`config.mk`:
```
export PLATFORM = sky130hd
export DESIGN_NAME = fpes_host
export DESIGN_NICKNAME = d
export VERILOG_FILES = /design/src/verilog/fpes_pkg.sv /design/src/verilog/fpes_bus_if.sv /design/src/verilog/fpes_host.sv /design/src/verilog/fpes_bus_cycle.sv
export SDC_FILE = /design/constraint.sdc
export NUM_CORES = 1
export LEC_CHECK = 0
export BUFFER_PORTS_ARGS = -buffer_cell sky130_fd_sc_hd__buf_2
export CAP_MARGIN = 40
export CORE_ASPECT_RATIO = 1.4
export CORE_UTILIZATION = 60
export DETAILED_ROUTE_END_ITERATION = 10
export PLACE_DENSITY_LB_ADDON = 0.25
export REMOVE_ABC_BUFFERS = 1
export SYNTH_ARGS = -nofsm -noshare
export SYNTH_HDL_FRONTEND = slang
export SYNTH_HIERARCHICAL = 1
export SYNTH_SLANG_ARGS = --single-unit
```
`constraint.sdc`:
```
create_clock -name clk_sys -period 5.48 [get_ports clk_sys]
set_input_delay 1.37 -clock clk_sys [delete_from_list [all_inputs] [get_ports clk_sys]]
set_output_delay 1.37 -clock clk_sys [all_outputs]
set_load 0.03 [all_outputs]
```
`src/verilog/fpes_pkg.sv`:
```
`default_nettype none
package fpes_pkg;
   // ----------------------------------------------------------------
   // bus timing, counted at the 50 MHz system clock
   // ----------------------------------------------------------------
   localparam int CLK_PERIOD_NS = 20;            // clk_sys period
   localparam int STROBE_NS     = 60;            // least strobe width
   localparam int STROBE_CYC    =                // rounded up, min 1
      (STROBE_NS + CLK_PERIOD_NS - 1) / CLK_PERIOD_NS;
   localparam int SYNC_CYC      = 2;             // dq/rb synchroniser depth
   localparam int ADDR_W_DEF    = 20;            // byte-mode address width

   // ----------------------------------------------------------------
   // status word field positions
   // ----------------------------------------------------------------
   localparam int DATA_POLL_POS  = 7;            // data_poll_bit
   localparam int TOGGLE_POS     = 6;            // toggle_flag
   localparam int ERROR_POS      = 5;            // error_flag
   localparam int TIMER_POS      = 3;            // erase_timer_flag
   localparam int ALT_TOGGLE_POS = 2;            // alt_toggle_flag

   // ----------------------------------------------------------------
   // command words, byte mode
   // ----------------------------------------------------------------
   localparam logic [11:0] UNLOCK_ADDR1 = 12'hAAA;
   localparam logic [11:0] UNLOCK_ADDR2 = 12'h555;
   localparam logic [7:0]  UNLOCK_DATA1 = 8'hAA;
   localparam logic [7:0]  UNLOCK_DATA2 = 8'h55;
   localparam logic [7:0]  CMD_PROGRAM  = 8'hA0;
   localparam logic [7:0]  CMD_ERASE    = 8'h80;
   localparam logic [7:0]  CMD_BLK_ERS  = 8'h30;
   localparam logic [7:0]  CMD_CHIP_ERS = 8'h10;
   localparam logic [7:0]  CMD_RESET    = 8'hF0;
   localparam logic [7:0]  CMD_SUSPEND  = 8'hB0;
   localparam logic [7:0]  CMD_RESUME   = 8'h30;
   localparam logic [7:0]  ERASED_BYTE  = 8'hFF;
   localparam logic [2:0]  SEQ_IDX_RST  = 3'h0;  // sequence index at start

   // user operations
   typedef enum logic [2:0] {
      FPES_OP_PROGRAM,
      FPES_OP_BLK_ERASE,
      FPES_OP_CHIP_ERASE,
      FPES_OP_RESET,
      FPES_OP_SUSPEND,
      FPES_OP_RESUME
   } fpes_op_t;
endpackage
`default_nettype wire

```
`src/verilog/fpes_bus_if.sv`:
```
`timescale 1ns/10ps
`default_nettype none
// one flash bus cycle request between sequencer and cycle engine
interface fpes_bus_if #(parameter int ADDR_W = 20);
   logic              req;     // level, held until ack
   logic              wr;      // 1 write, 0 read
   logic [ADDR_W-1:0] addr;    // cycle address
   logic [7:0]        wdata;   // write data
   logic              ack;     // one-cycle pulse, cycle finished
   logic [7:0]        rdata;   // captured read data
   modport master (output req, wr, addr, wdata, input ack, rdata);
   modport engine (input req, wr, addr, wdata, output ack, rdata);
endinterface
`default_nettype wire

```
`src/verilog/fpes_host.sv`:
```
`timescale 1ns/10ps
`default_nettype none
// How it works
// - after error, reset before other command
// - append blocks only while timer reads zero
// - host ignores undefined status bits
// - unprotect chip only after all protected
// - keep protection pauses, never abort
module fpes_host
   import fpes_pkg::*;
#(
   parameter int ADDR_W = ADDR_W_DEF
)(
   input  wire logic              clk_sys,
   input  wire logic              rst,
   input  wire logic              cmd_valid,
   output logic                   cmd_ready,
   input  wire fpes_op_t          cmd_op,
   input  wire logic [ADDR_W-1:0] cmd_addr,
   input  wire logic [7:0]        cmd_data,
   input  wire logic              add_valid,
   input  wire logic [ADDR_W-1:0] add_addr,
   output logic                   add_refused,
   output logic                   done,
   output logic                   done_err,
   output logic [7:0]             last_status,
   input  wire logic              unprot_req,
   input  wire logic              all_protected,
   output logic                   unprot_go,
   output logic                   unprot_refused,
   output logic                   flash_ready,
   output logic [ADDR_W-1:0]      flash_addr,
   output logic                   flash_ce_n,
   output logic                   flash_oe_n,
   output logic                   flash_we_n,
   output logic [7:0]             flash_dq_out,
   output logic                   flash_dq_oe,
   input  wire logic [7:0]        flash_dq_in,
   input  wire logic              ready_busy_n
);
   // ----------------------------------------------------------------
   // declarations
   // ----------------------------------------------------------------
   // refuse an address bus too narrow for the unlock cycles
   if (ADDR_W < 12) begin : addr_w_chk
      $error("address too narrow for unlock cycles");
   end

   typedef enum logic [2:0] {
      ST_IDLE, ST_CMD, ST_RD_A, ST_RD_B, ST_RD_C, ST_EVAL, ST_ADD, ST_RST
   } fpes_st_t;

   fpes_bus_if #(.ADDR_W(ADDR_W)) bus ();
   fpes_st_t          st_reg;        // sequencer state
   fpes_op_t          op_reg;        // operation in hand
   logic [ADDR_W-1:0] addr_reg;      // target address
   logic [7:0]        data_reg;      // program data
   logic [2:0]        idx_reg;       // command sequence index
   logic [7:0]        r1_reg;        // first status read
   logic [7:0]        r2_reg;        // second status read
   logic              add_pend_reg;  // block waiting to be appended
   logic [ADDR_W-1:0] add_addr_reg;  // appended block address
   logic              rb_s1_reg;     // ready/busy sync stage one
   logic              rb_s2_reg;     // ready/busy sync stage two
   logic              toggled;       // toggle_flag moved between reads
   logic [7:0]        expect_byte;   // array value on success
   logic              checks_data;   // op ends with an array compare

   // ----------------------------------------------------------------
   // command sequence lookup: {last, address low, data}
   // ----------------------------------------------------------------
   function automatic logic [20:0] seq_word(input fpes_op_t op,
                                             input logic [2:0] i,
                                             input logic [7:0] d);
      logic [20:0] w;
      w = {1'b1, UNLOCK_ADDR1, CMD_RESET};
      unique case (op)
         FPES_OP_RESET:   w = {1'b1, UNLOCK_ADDR1, CMD_RESET};
         FPES_OP_SUSPEND: w = {1'b1, UNLOCK_ADDR1, CMD_SUSPEND};
         FPES_OP_RESUME:  w = {1'b1, UNLOCK_ADDR1, CMD_RESUME};
         FPES_OP_PROGRAM:
            unique case (i)
               3'h0:    w = {1'b0, UNLOCK_ADDR1, UNLOCK_DATA1};
               3'h1:    w = {1'b0, UNLOCK_ADDR2, UNLOCK_DATA2};
               3'h2:    w = {1'b0, UNLOCK_ADDR1, CMD_PROGRAM};
               default: w = {1'b1, UNLOCK_ADDR1, d};
            endcase
         FPES_OP_BLK_ERASE, FPES_OP_CHIP_ERASE:
            unique case (i)
               3'h0, 3'h3: w = {1'b0, UNLOCK_ADDR1, UNLOCK_DATA1};
               3'h1, 3'h4: w = {1'b0, UNLOCK_ADDR2, UNLOCK_DATA2};
               3'h2:       w = {1'b0, UNLOCK_ADDR1, CMD_ERASE};
               default:    w = {1'b1, UNLOCK_ADDR1,
                                (op == FPES_OP_CHIP_ERASE)
                                ? CMD_CHIP_ERS : CMD_BLK_ERS};
            endcase
         default: w = {1'b1, UNLOCK_ADDR1, CMD_RESET};
      endcase
      return w;
   endfunction

   logic [20:0] cur_word;            // current command write
   logic        seq_last;            // last write of the sequence
   logic        uses_target;         // final write goes to target address
   assign cur_word    = seq_word(op_reg, idx_reg, data_reg);
   assign seq_last    = cur_word[20];
   assign uses_target = seq_last && (op_reg == FPES_OP_PROGRAM ||
                                     op_reg == FPES_OP_BLK_ERASE);

   // ----------------------------------------------------------------
   // bus request drive
   // ----------------------------------------------------------------
   always_comb begin
      bus.req   = 1'b0;
      bus.wr    = 1'b0;
      bus.addr  = addr_reg;
      bus.wdata = cur_word[7:0];
      unique case (st_reg)
         ST_CMD: begin
            bus.req = 1'b1;
            bus.wr  = 1'b1;
            if (!uses_target)
               bus.addr = {{(ADDR_W-12){1'b0}}, cur_word[19:8]};
         end
         // status is read at the target, inside the block under test
         ST_RD_A, ST_RD_B, ST_RD_C: bus.req = 1'b1;
         ST_ADD: begin
            bus.req   = 1'b1;
            bus.wr    = 1'b1;
            bus.addr  = add_addr_reg;
            bus.wdata = CMD_BLK_ERS;
         end
         ST_RST: begin
            bus.req   = 1'b1;
            bus.wr    = 1'b1;
            bus.addr  = {{(ADDR_W-12){1'b0}}, UNLOCK_ADDR1};
            bus.wdata = CMD_RESET;
         end
         default: bus.req = 1'b0;
      endcase
   end

   // ----------------------------------------------------------------
   // decision terms; only toggle, error, timer and data are looked at
   // ----------------------------------------------------------------
   assign toggled     = r1_reg[TOGGLE_POS] ^ r2_reg[TOGGLE_POS];
   assign expect_byte = (op_reg == FPES_OP_PROGRAM) ? data_reg
                                                    : ERASED_BYTE;
   assign checks_data = op_reg == FPES_OP_PROGRAM ||
                        op_reg == FPES_OP_BLK_ERASE ||
                        op_reg == FPES_OP_CHIP_ERASE;
   assign cmd_ready   = (st_reg == ST_IDLE);

   // ----------------------------------------------------------------
   // sequencer
   // ----------------------------------------------------------------
   always_ff @(posedge clk_sys or posedge rst) begin
      if (rst) begin
         st_reg      <= ST_IDLE;
         op_reg      <= FPES_OP_RESET;
         addr_reg    <= '0;
         data_reg    <= 8'h00;
         idx_reg     <= SEQ_IDX_RST;
         r1_reg      <= 8'h00;
         r2_reg      <= 8'h00;
         done        <= 1'b0;
         done_err    <= 1'b0;
         last_status <= 8'h00;
      end else begin
         done <= 1'b0;
         unique case (st_reg)
            // accept nothing else until the sequence has run out
            ST_IDLE: if (cmd_valid) begin
               op_reg   <= cmd_op;
               addr_reg <= cmd_addr;
               data_reg <= cmd_data;
               idx_reg  <= SEQ_IDX_RST;
               st_reg   <= ST_CMD;
            end
            // command writes; reset needs no polling afterwards
            ST_CMD: if (bus.ack) begin
               idx_reg <= idx_reg + 3'h1;
               if (seq_last)
                  st_reg <= (op_reg == FPES_OP_RESET) ? ST_EVAL : ST_RD_A;
            end
            ST_RD_A: if (bus.ack) begin
               r1_reg <= bus.rdata;
               st_reg <= ST_RD_B;
            end
            ST_RD_B: if (bus.ack) begin
               r2_reg <= bus.rdata;
               st_reg <= ST_EVAL;
            end
            // error seen while toggling: one more read to confirm
            ST_RD_C: if (bus.ack) begin
               last_status <= bus.rdata;
               if (bus.rdata[TOGGLE_POS] != r2_reg[TOGGLE_POS]) begin
                  st_reg <= ST_RST;
               end else begin
                  done     <= 1'b1;
                  done_err <= checks_data && (bus.rdata != expect_byte);
                  st_reg   <= ST_IDLE;
               end
            end
            ST_EVAL: begin
               last_status <= r2_reg;
               if (op_reg == FPES_OP_RESET) begin
                  done     <= 1'b1;
                  done_err <= 1'b0;
                  st_reg   <= ST_IDLE;
               end else if (!toggled) begin
                  // settled: aborts on protected blocks also land here
                  done     <= 1'b1;
                  done_err <= checks_data && (r2_reg != expect_byte);
                  st_reg   <= ST_IDLE;
               end else if (r2_reg[ERROR_POS]) begin
                  st_reg <= ST_RD_C;
               end else if (add_pend_reg && !r2_reg[TIMER_POS] &&
                            op_reg == FPES_OP_BLK_ERASE) begin
                  st_reg <= ST_ADD;
               end else begin
                  st_reg <= ST_RD_A;
               end
            end
            ST_ADD: if (bus.ack) st_reg <= ST_RD_A;
            // read/reset after a failure, then report the error
            ST_RST: if (bus.ack) begin
               done     <= 1'b1;
               done_err <= 1'b1;
               st_reg   <= ST_IDLE;
            end
         endcase
      end
   end

   // ----------------------------------------------------------------
   // block append request: kept until written or refused
   // ----------------------------------------------------------------
   always_ff @(posedge clk_sys or posedge rst) begin
      if (rst) begin
         add_pend_reg <= 1'b0;
         add_addr_reg <= '0;
         add_refused  <= 1'b0;
      end else begin
         add_refused <= 1'b0;
         if (add_valid && !add_pend_reg) begin
            add_pend_reg <= 1'b1;
            add_addr_reg <= add_addr;
         end else if (st_reg == ST_ADD && bus.ack) begin
            add_pend_reg <= 1'b0;
         end else if (add_pend_reg && (st_reg == ST_IDLE ||
                      (st_reg == ST_EVAL && r2_reg[TIMER_POS]))) begin
            add_pend_reg <= 1'b0;
            add_refused  <= 1'b1;
         end
      end
   end

   // ----------------------------------------------------------------
   // chip unprotect gate and ready/busy monitor
   // ----------------------------------------------------------------
   always_ff @(posedge clk_sys or posedge rst) begin
      if (rst) begin
         unprot_go      <= 1'b0;
         unprot_refused <= 1'b0;
      end else begin
         unprot_go      <= unprot_req && all_protected && cmd_ready;
         unprot_refused <= unprot_req && !(all_protected && cmd_ready);
      end
   end

   always_ff @(posedge clk_sys or posedge rst) begin
      if (rst) begin
         rb_s1_reg   <= 1'b0;
         rb_s2_reg   <= 1'b0;
         flash_ready <= 1'b0;
      end else begin
         rb_s1_reg   <= ready_busy_n;
         rb_s2_reg   <= rb_s1_reg;
         flash_ready <= rb_s2_reg;
      end
   end

   // ----------------------------------------------------------------
   // bus cycle engine
   // ----------------------------------------------------------------
   fpes_bus_cycle #(.ADDR_W(ADDR_W)) u_cycle (
      .clk_sys      (clk_sys),
      .rst          (rst),
      .bus          (bus.engine),
      .flash_addr   (flash_addr),
      .flash_ce_n   (flash_ce_n),
      .flash_oe_n   (flash_oe_n),
      .flash_we_n   (flash_we_n),
      .flash_dq_out (flash_dq_out),
      .flash_dq_oe  (flash_dq_oe),
      .flash_dq_in  (flash_dq_in)
   );
endmodule
`default_nettype wire

```
`src/verilog/fpes_bus_cycle.sv`:
```
`timescale 1ns/10ps
`default_nettype none
module fpes_bus_cycle
   import fpes_pkg::*;
#(
   parameter int ADDR_W = ADDR_W_DEF
)(
   input  wire logic              clk_sys,
   input  wire logic              rst,
   fpes_bus_if.engine             bus,
   output logic [ADDR_W-1:0]      flash_addr,
   output logic                   flash_ce_n,
   output logic                   flash_oe_n,
   output logic                   flash_we_n,
   output logic [7:0]             flash_dq_out,
   output logic                   flash_dq_oe,
   input  wire logic [7:0]        flash_dq_in
);
   // ----------------------------------------------------------------
   // cycle state
   // ----------------------------------------------------------------
   typedef enum logic [1:0] {CY_IDLE, CY_SETUP, CY_STROBE, CY_DONE}
      fpes_cyc_t;
   fpes_cyc_t   cyc_reg;             // cycle phase
   logic [3:0]  cnt_reg;             // strobe cycles elapsed
   logic        wr_reg;              // latched direction
   logic [7:0]  dq_s1_reg;           // synchroniser stage one
   logic [7:0]  dq_s2_reg;           // synchroniser stage two
   logic [3:0]  strobe_len;          // strobe length for this cycle

   // reads hold oe low until the data has passed the synchroniser
   assign strobe_len = wr_reg ? 4'(STROBE_CYC) : 4'(STROBE_CYC + SYNC_CYC);

   // ----------------------------------------------------------------
   // data input synchroniser
   // ----------------------------------------------------------------
   always_ff @(posedge clk_sys or posedge rst) begin
      if (rst) begin
         dq_s1_reg <= 8'h00;
         dq_s2_reg <= 8'h00;
      end else begin
         dq_s1_reg <= flash_dq_in;
         dq_s2_reg <= dq_s1_reg;
      end
   end

   // ----------------------------------------------------------------
   // cycle sequencing and pin drive
   // ----------------------------------------------------------------
   always_ff @(posedge clk_sys or posedge rst) begin
      if (rst) begin
         cyc_reg      <= CY_IDLE;
         cnt_reg      <= 4'h0;
         wr_reg       <= 1'b0;
         flash_addr   <= '0;
         flash_ce_n   <= 1'b1;
         flash_oe_n   <= 1'b1;
         flash_we_n   <= 1'b1;
         flash_dq_out <= 8'h00;
         flash_dq_oe  <= 1'b0;
         bus.ack      <= 1'b0;
         bus.rdata    <= 8'h00;
      end else begin
         bus.ack <= 1'b0;
         unique case (cyc_reg)
            // take a request, present address and data
            CY_IDLE: if (bus.req) begin
               wr_reg       <= bus.wr;
               flash_addr   <= bus.addr;
               flash_dq_out <= bus.wdata;
               flash_dq_oe  <= bus.wr;
               flash_ce_n   <= 1'b0;
               cyc_reg      <= CY_SETUP;
            end
            // address settled, open the strobe
            CY_SETUP: begin
               flash_we_n <= ~wr_reg;
               flash_oe_n <= wr_reg;
               cnt_reg    <= 4'h1;
               cyc_reg    <= CY_STROBE;
            end
            // hold the strobe, capture read data at its end
            CY_STROBE: if (cnt_reg == strobe_len) begin
               flash_we_n <= 1'b1;
               flash_oe_n <= 1'b1;
               bus.rdata  <= dq_s2_reg;
               bus.ack    <= 1'b1;
               cyc_reg    <= CY_DONE;
            end else begin
               cnt_reg <= cnt_reg + 4'h1;
            end
            // release chip enable and bus, one recovery cycle
            CY_DONE: begin
               flash_ce_n  <= 1'b1;
               flash_dq_oe <= 1'b0;
               cyc_reg     <= CY_IDLE;
            end
         endcase
      end
   end
endmodule
`default_nettype wire

```
==> metrics.cfg <==
[synthesis]
synth-seq-area-share_pct=51.5
synth_top_family_by_area=multiplexers
syn_inst=605
synthTopCellsByCount=142 x dfrtp_1, 62 x mux2_2, 42 x nand2_1
synth.area.mux_share_pct=17.1
yosys.area_share.simple_pct=9.94
syn_area_per_cell_sq_um=11.8
synth_top_area_share_pct=49.6
synth_top_cell_by_area=dfrtp_1
synth_area_sq_um=7160
ys_top_cells_by_area=dfrtp_1 50%, mux2_2 9.8%, mux2_1 4.1%, o21ai_0 2.3%, a21oi_1 2.2%
async_flop_share_pct=100
synth-edff-count=0
synth_flop_cell=dfrtp_1
synth_seq_cells=147
synth_compound_area_share_pct=15.0
yosys.area_share.adder_pct=1.75
synth_cell_types=80
yosys_warnings=6
yosys.cell_count.top_type=dfrtp_1
synth_xor_area_share_pct=1.59

[timing]
finalSetupViolations=0
slew_violations=0
fmax_mhz=312
relSlewSlack_pct=45.7
hold_viol=0
setup-tns-final_ns=0
tightest_slew_ns=0.815
skew_ns=0.00766
post-route-min-period_ns=3.21
period_share_pct=58.5
rsz0062_at_grt=false

[clock_network]
htreeDepth=4
ctsHoldBuffers=0
cts_tree=yes
clk_pin_slew_ns=0.06
post_cts_resize_count=0
clock_latency_ns=0.42
cts_setup_buffers=0
cts_buffers=17
clock_path_buffers=2
clock-root-buffer=clkbuf_16
cts.sinks=147

[global_route]
grt_pass1_wl_mm=27.8
grt_max_degree=65
track_usage_pct=29.5
grt_pass1_vias=5578
antenna_found_initial=0
grt_overflow=0

[place]
gp_congestion=0.927
dp_hpwl_mm=11.9
numPortBuffers=112

[worst_setup_path]
max_stage_delay_ns=0.63
rr_worst_depth=6
cp_slowest_cell=dfrtp_1
worstPathRequired_ns=4.11
critPathKind=flip-flop to output port
r2r_slack_ns=2.72
startpoint=st_reg[0]
endpoint_kind=output port
r2r_end=u_cycle/flash_addr[7]
critPathLaunchType=flip-flop
crit_end=cmd_ready
arrival_ns=1.84
reg2reg_from=st_reg[2]
path_max_fanout=25
path_cells=nor3_1 -> buf_2

[floorplanning]
start_util_pct=62.5
die_area_sq_um=12400
die_h_microns=131
core_sq_um=11500
io_pins=113
rows=46
die_width_microns=94.3

[flow_run]
cap_violations=0

[min_path]
hold_class=flip-flop to flip-flop

[layout]
fin_util_pct=73.6
area_growth_pct=17.8
fin_nets=782
drive_gt1_share_pct=34.6
fillers=807
antenna_cells=0

[detailed_routing]
drc=0
vias=5236
firstDrtPassIters=5
viasPerCell=6.07
post_drt_wl_per_cell_microns=19.5
wl_mm=16.8
first_iter_violations=362
ant_nets=0

[power]
p_leak_nw=3.80
powerDensity_nw_per_um2=689
vdd_drop_max_uv=340

[status]
status=complete, no violations

## layout by cell type (no fill, tap or decap), types with 11 or more instances in the layout
cell type / netlist / layout
dfrtp_1: 142 / 142
buf_2: 17 / 112
clkbuf_16: 0 / 17
mux2_1: 26 / 26
mux2_2: 62 / 62
a21oi_1: 32 / 32
nand2_1: 42 / 42
mux2i_1: 11 / 11
o21ai_0: 33 / 33
nor2_1: 22 / 22
## worst max-delay path: cells and delay by family (launching register included)
family                 cells  cell delay, ns
AND/OR/NAND/NOR            1            0.50
buffers and inverters      1            0.29
flip-flops                 1            0.63
## how the worst min path moves through the flow
stage / startpoint / end / slack (ns) / cells after the start
final: rb_s2_reg / flash_ready / 0.34 / 0
after global routing: rb_s2_reg / flash_ready / 0.35 / 0
after CTS: rb_s2_reg / flash_ready / 0.34 / 0
after detailed placement: rb_s2_reg / flash_ready / 0.34 / 0
after global placement: u_cycle/dq_s1_reg[5] / u_cycle/dq_s2_reg[5] / 0.33 / 0
after floorplan: rb_s2_reg / flash_ready / 0.33 / 0
## power by group
group | internal [mW] | switching [mW] | total, mW
combinational | 1.10 | 1.37 | 2.47
sequential | 1.57 | 0.543 | 2.11
clock | 0.744 | 0.482 | 1.23
total | 3.41 | 2.39 | 5.81
## logic make-up (layout without fill, tap and decap cells)
group | count (synthesis) | count (layout)
AND/OR/NAND/NOR | 127 | 127
XOR/XNOR | 13 | 13
buffers and inverters | 50 | 164
flip-flops | 147 | 147
AO/OA/AOI/OAI | 151 | 151
adder cells (fa/ha/maj) | 10 | 10
multiplexers | 107 | 107
## cell type report
type | instances | area, sq um | share of cell area [%]
Inverter | 13 | 50.0 | 0.594
Timing Repair Buffer | 119 | 641 | 7.60
Sequential cell | 147 | 3680 | 43.7
Clock inverter | 14 | 190 | 2.26
Tap cell | 144 | 180 | 2.14
Clock buffer | 18 | 439 | 5.21
Multi-Input combinational cell | 408 | 3250 | 38.5
## stage by stage
| step | hold slack, ns | std cells | total power, mW | area [sq um] | setup slack [ns] |
|---|---|---|---|---|---|
| 2_1_floorplan | 0.331 | 568 | 3.83 | 6980 | 1.98 |
| 3_3_place_gp | 0.334 | 828 | 4.42 | 7750 | 2.58 |
| 3_5_place_dp | 0.336 | 831 | 4.56 | 7800 | 2.65 |
| 4_1_cts | 0.342 | 863 | 5.82 | 8430 | 2.29 |
| 5_1_grt | 0.355 | 863 | 6.16 | 8430 | 2.20 |
| 6_report | 0.341 | 863 | 5.81 | 8430 | 2.27 |
## metal layers
layer	GRT usage, %	share of wire [%]	vias to the layer above
li1	-	-	2411
met1	35.3	39	2586
met2	49.2	52	203
met3	7.00	5.5	36
met4	13.8	3.0	0
met5	0	0	-
Note: power is estimated with default switching activity, not from simulation.
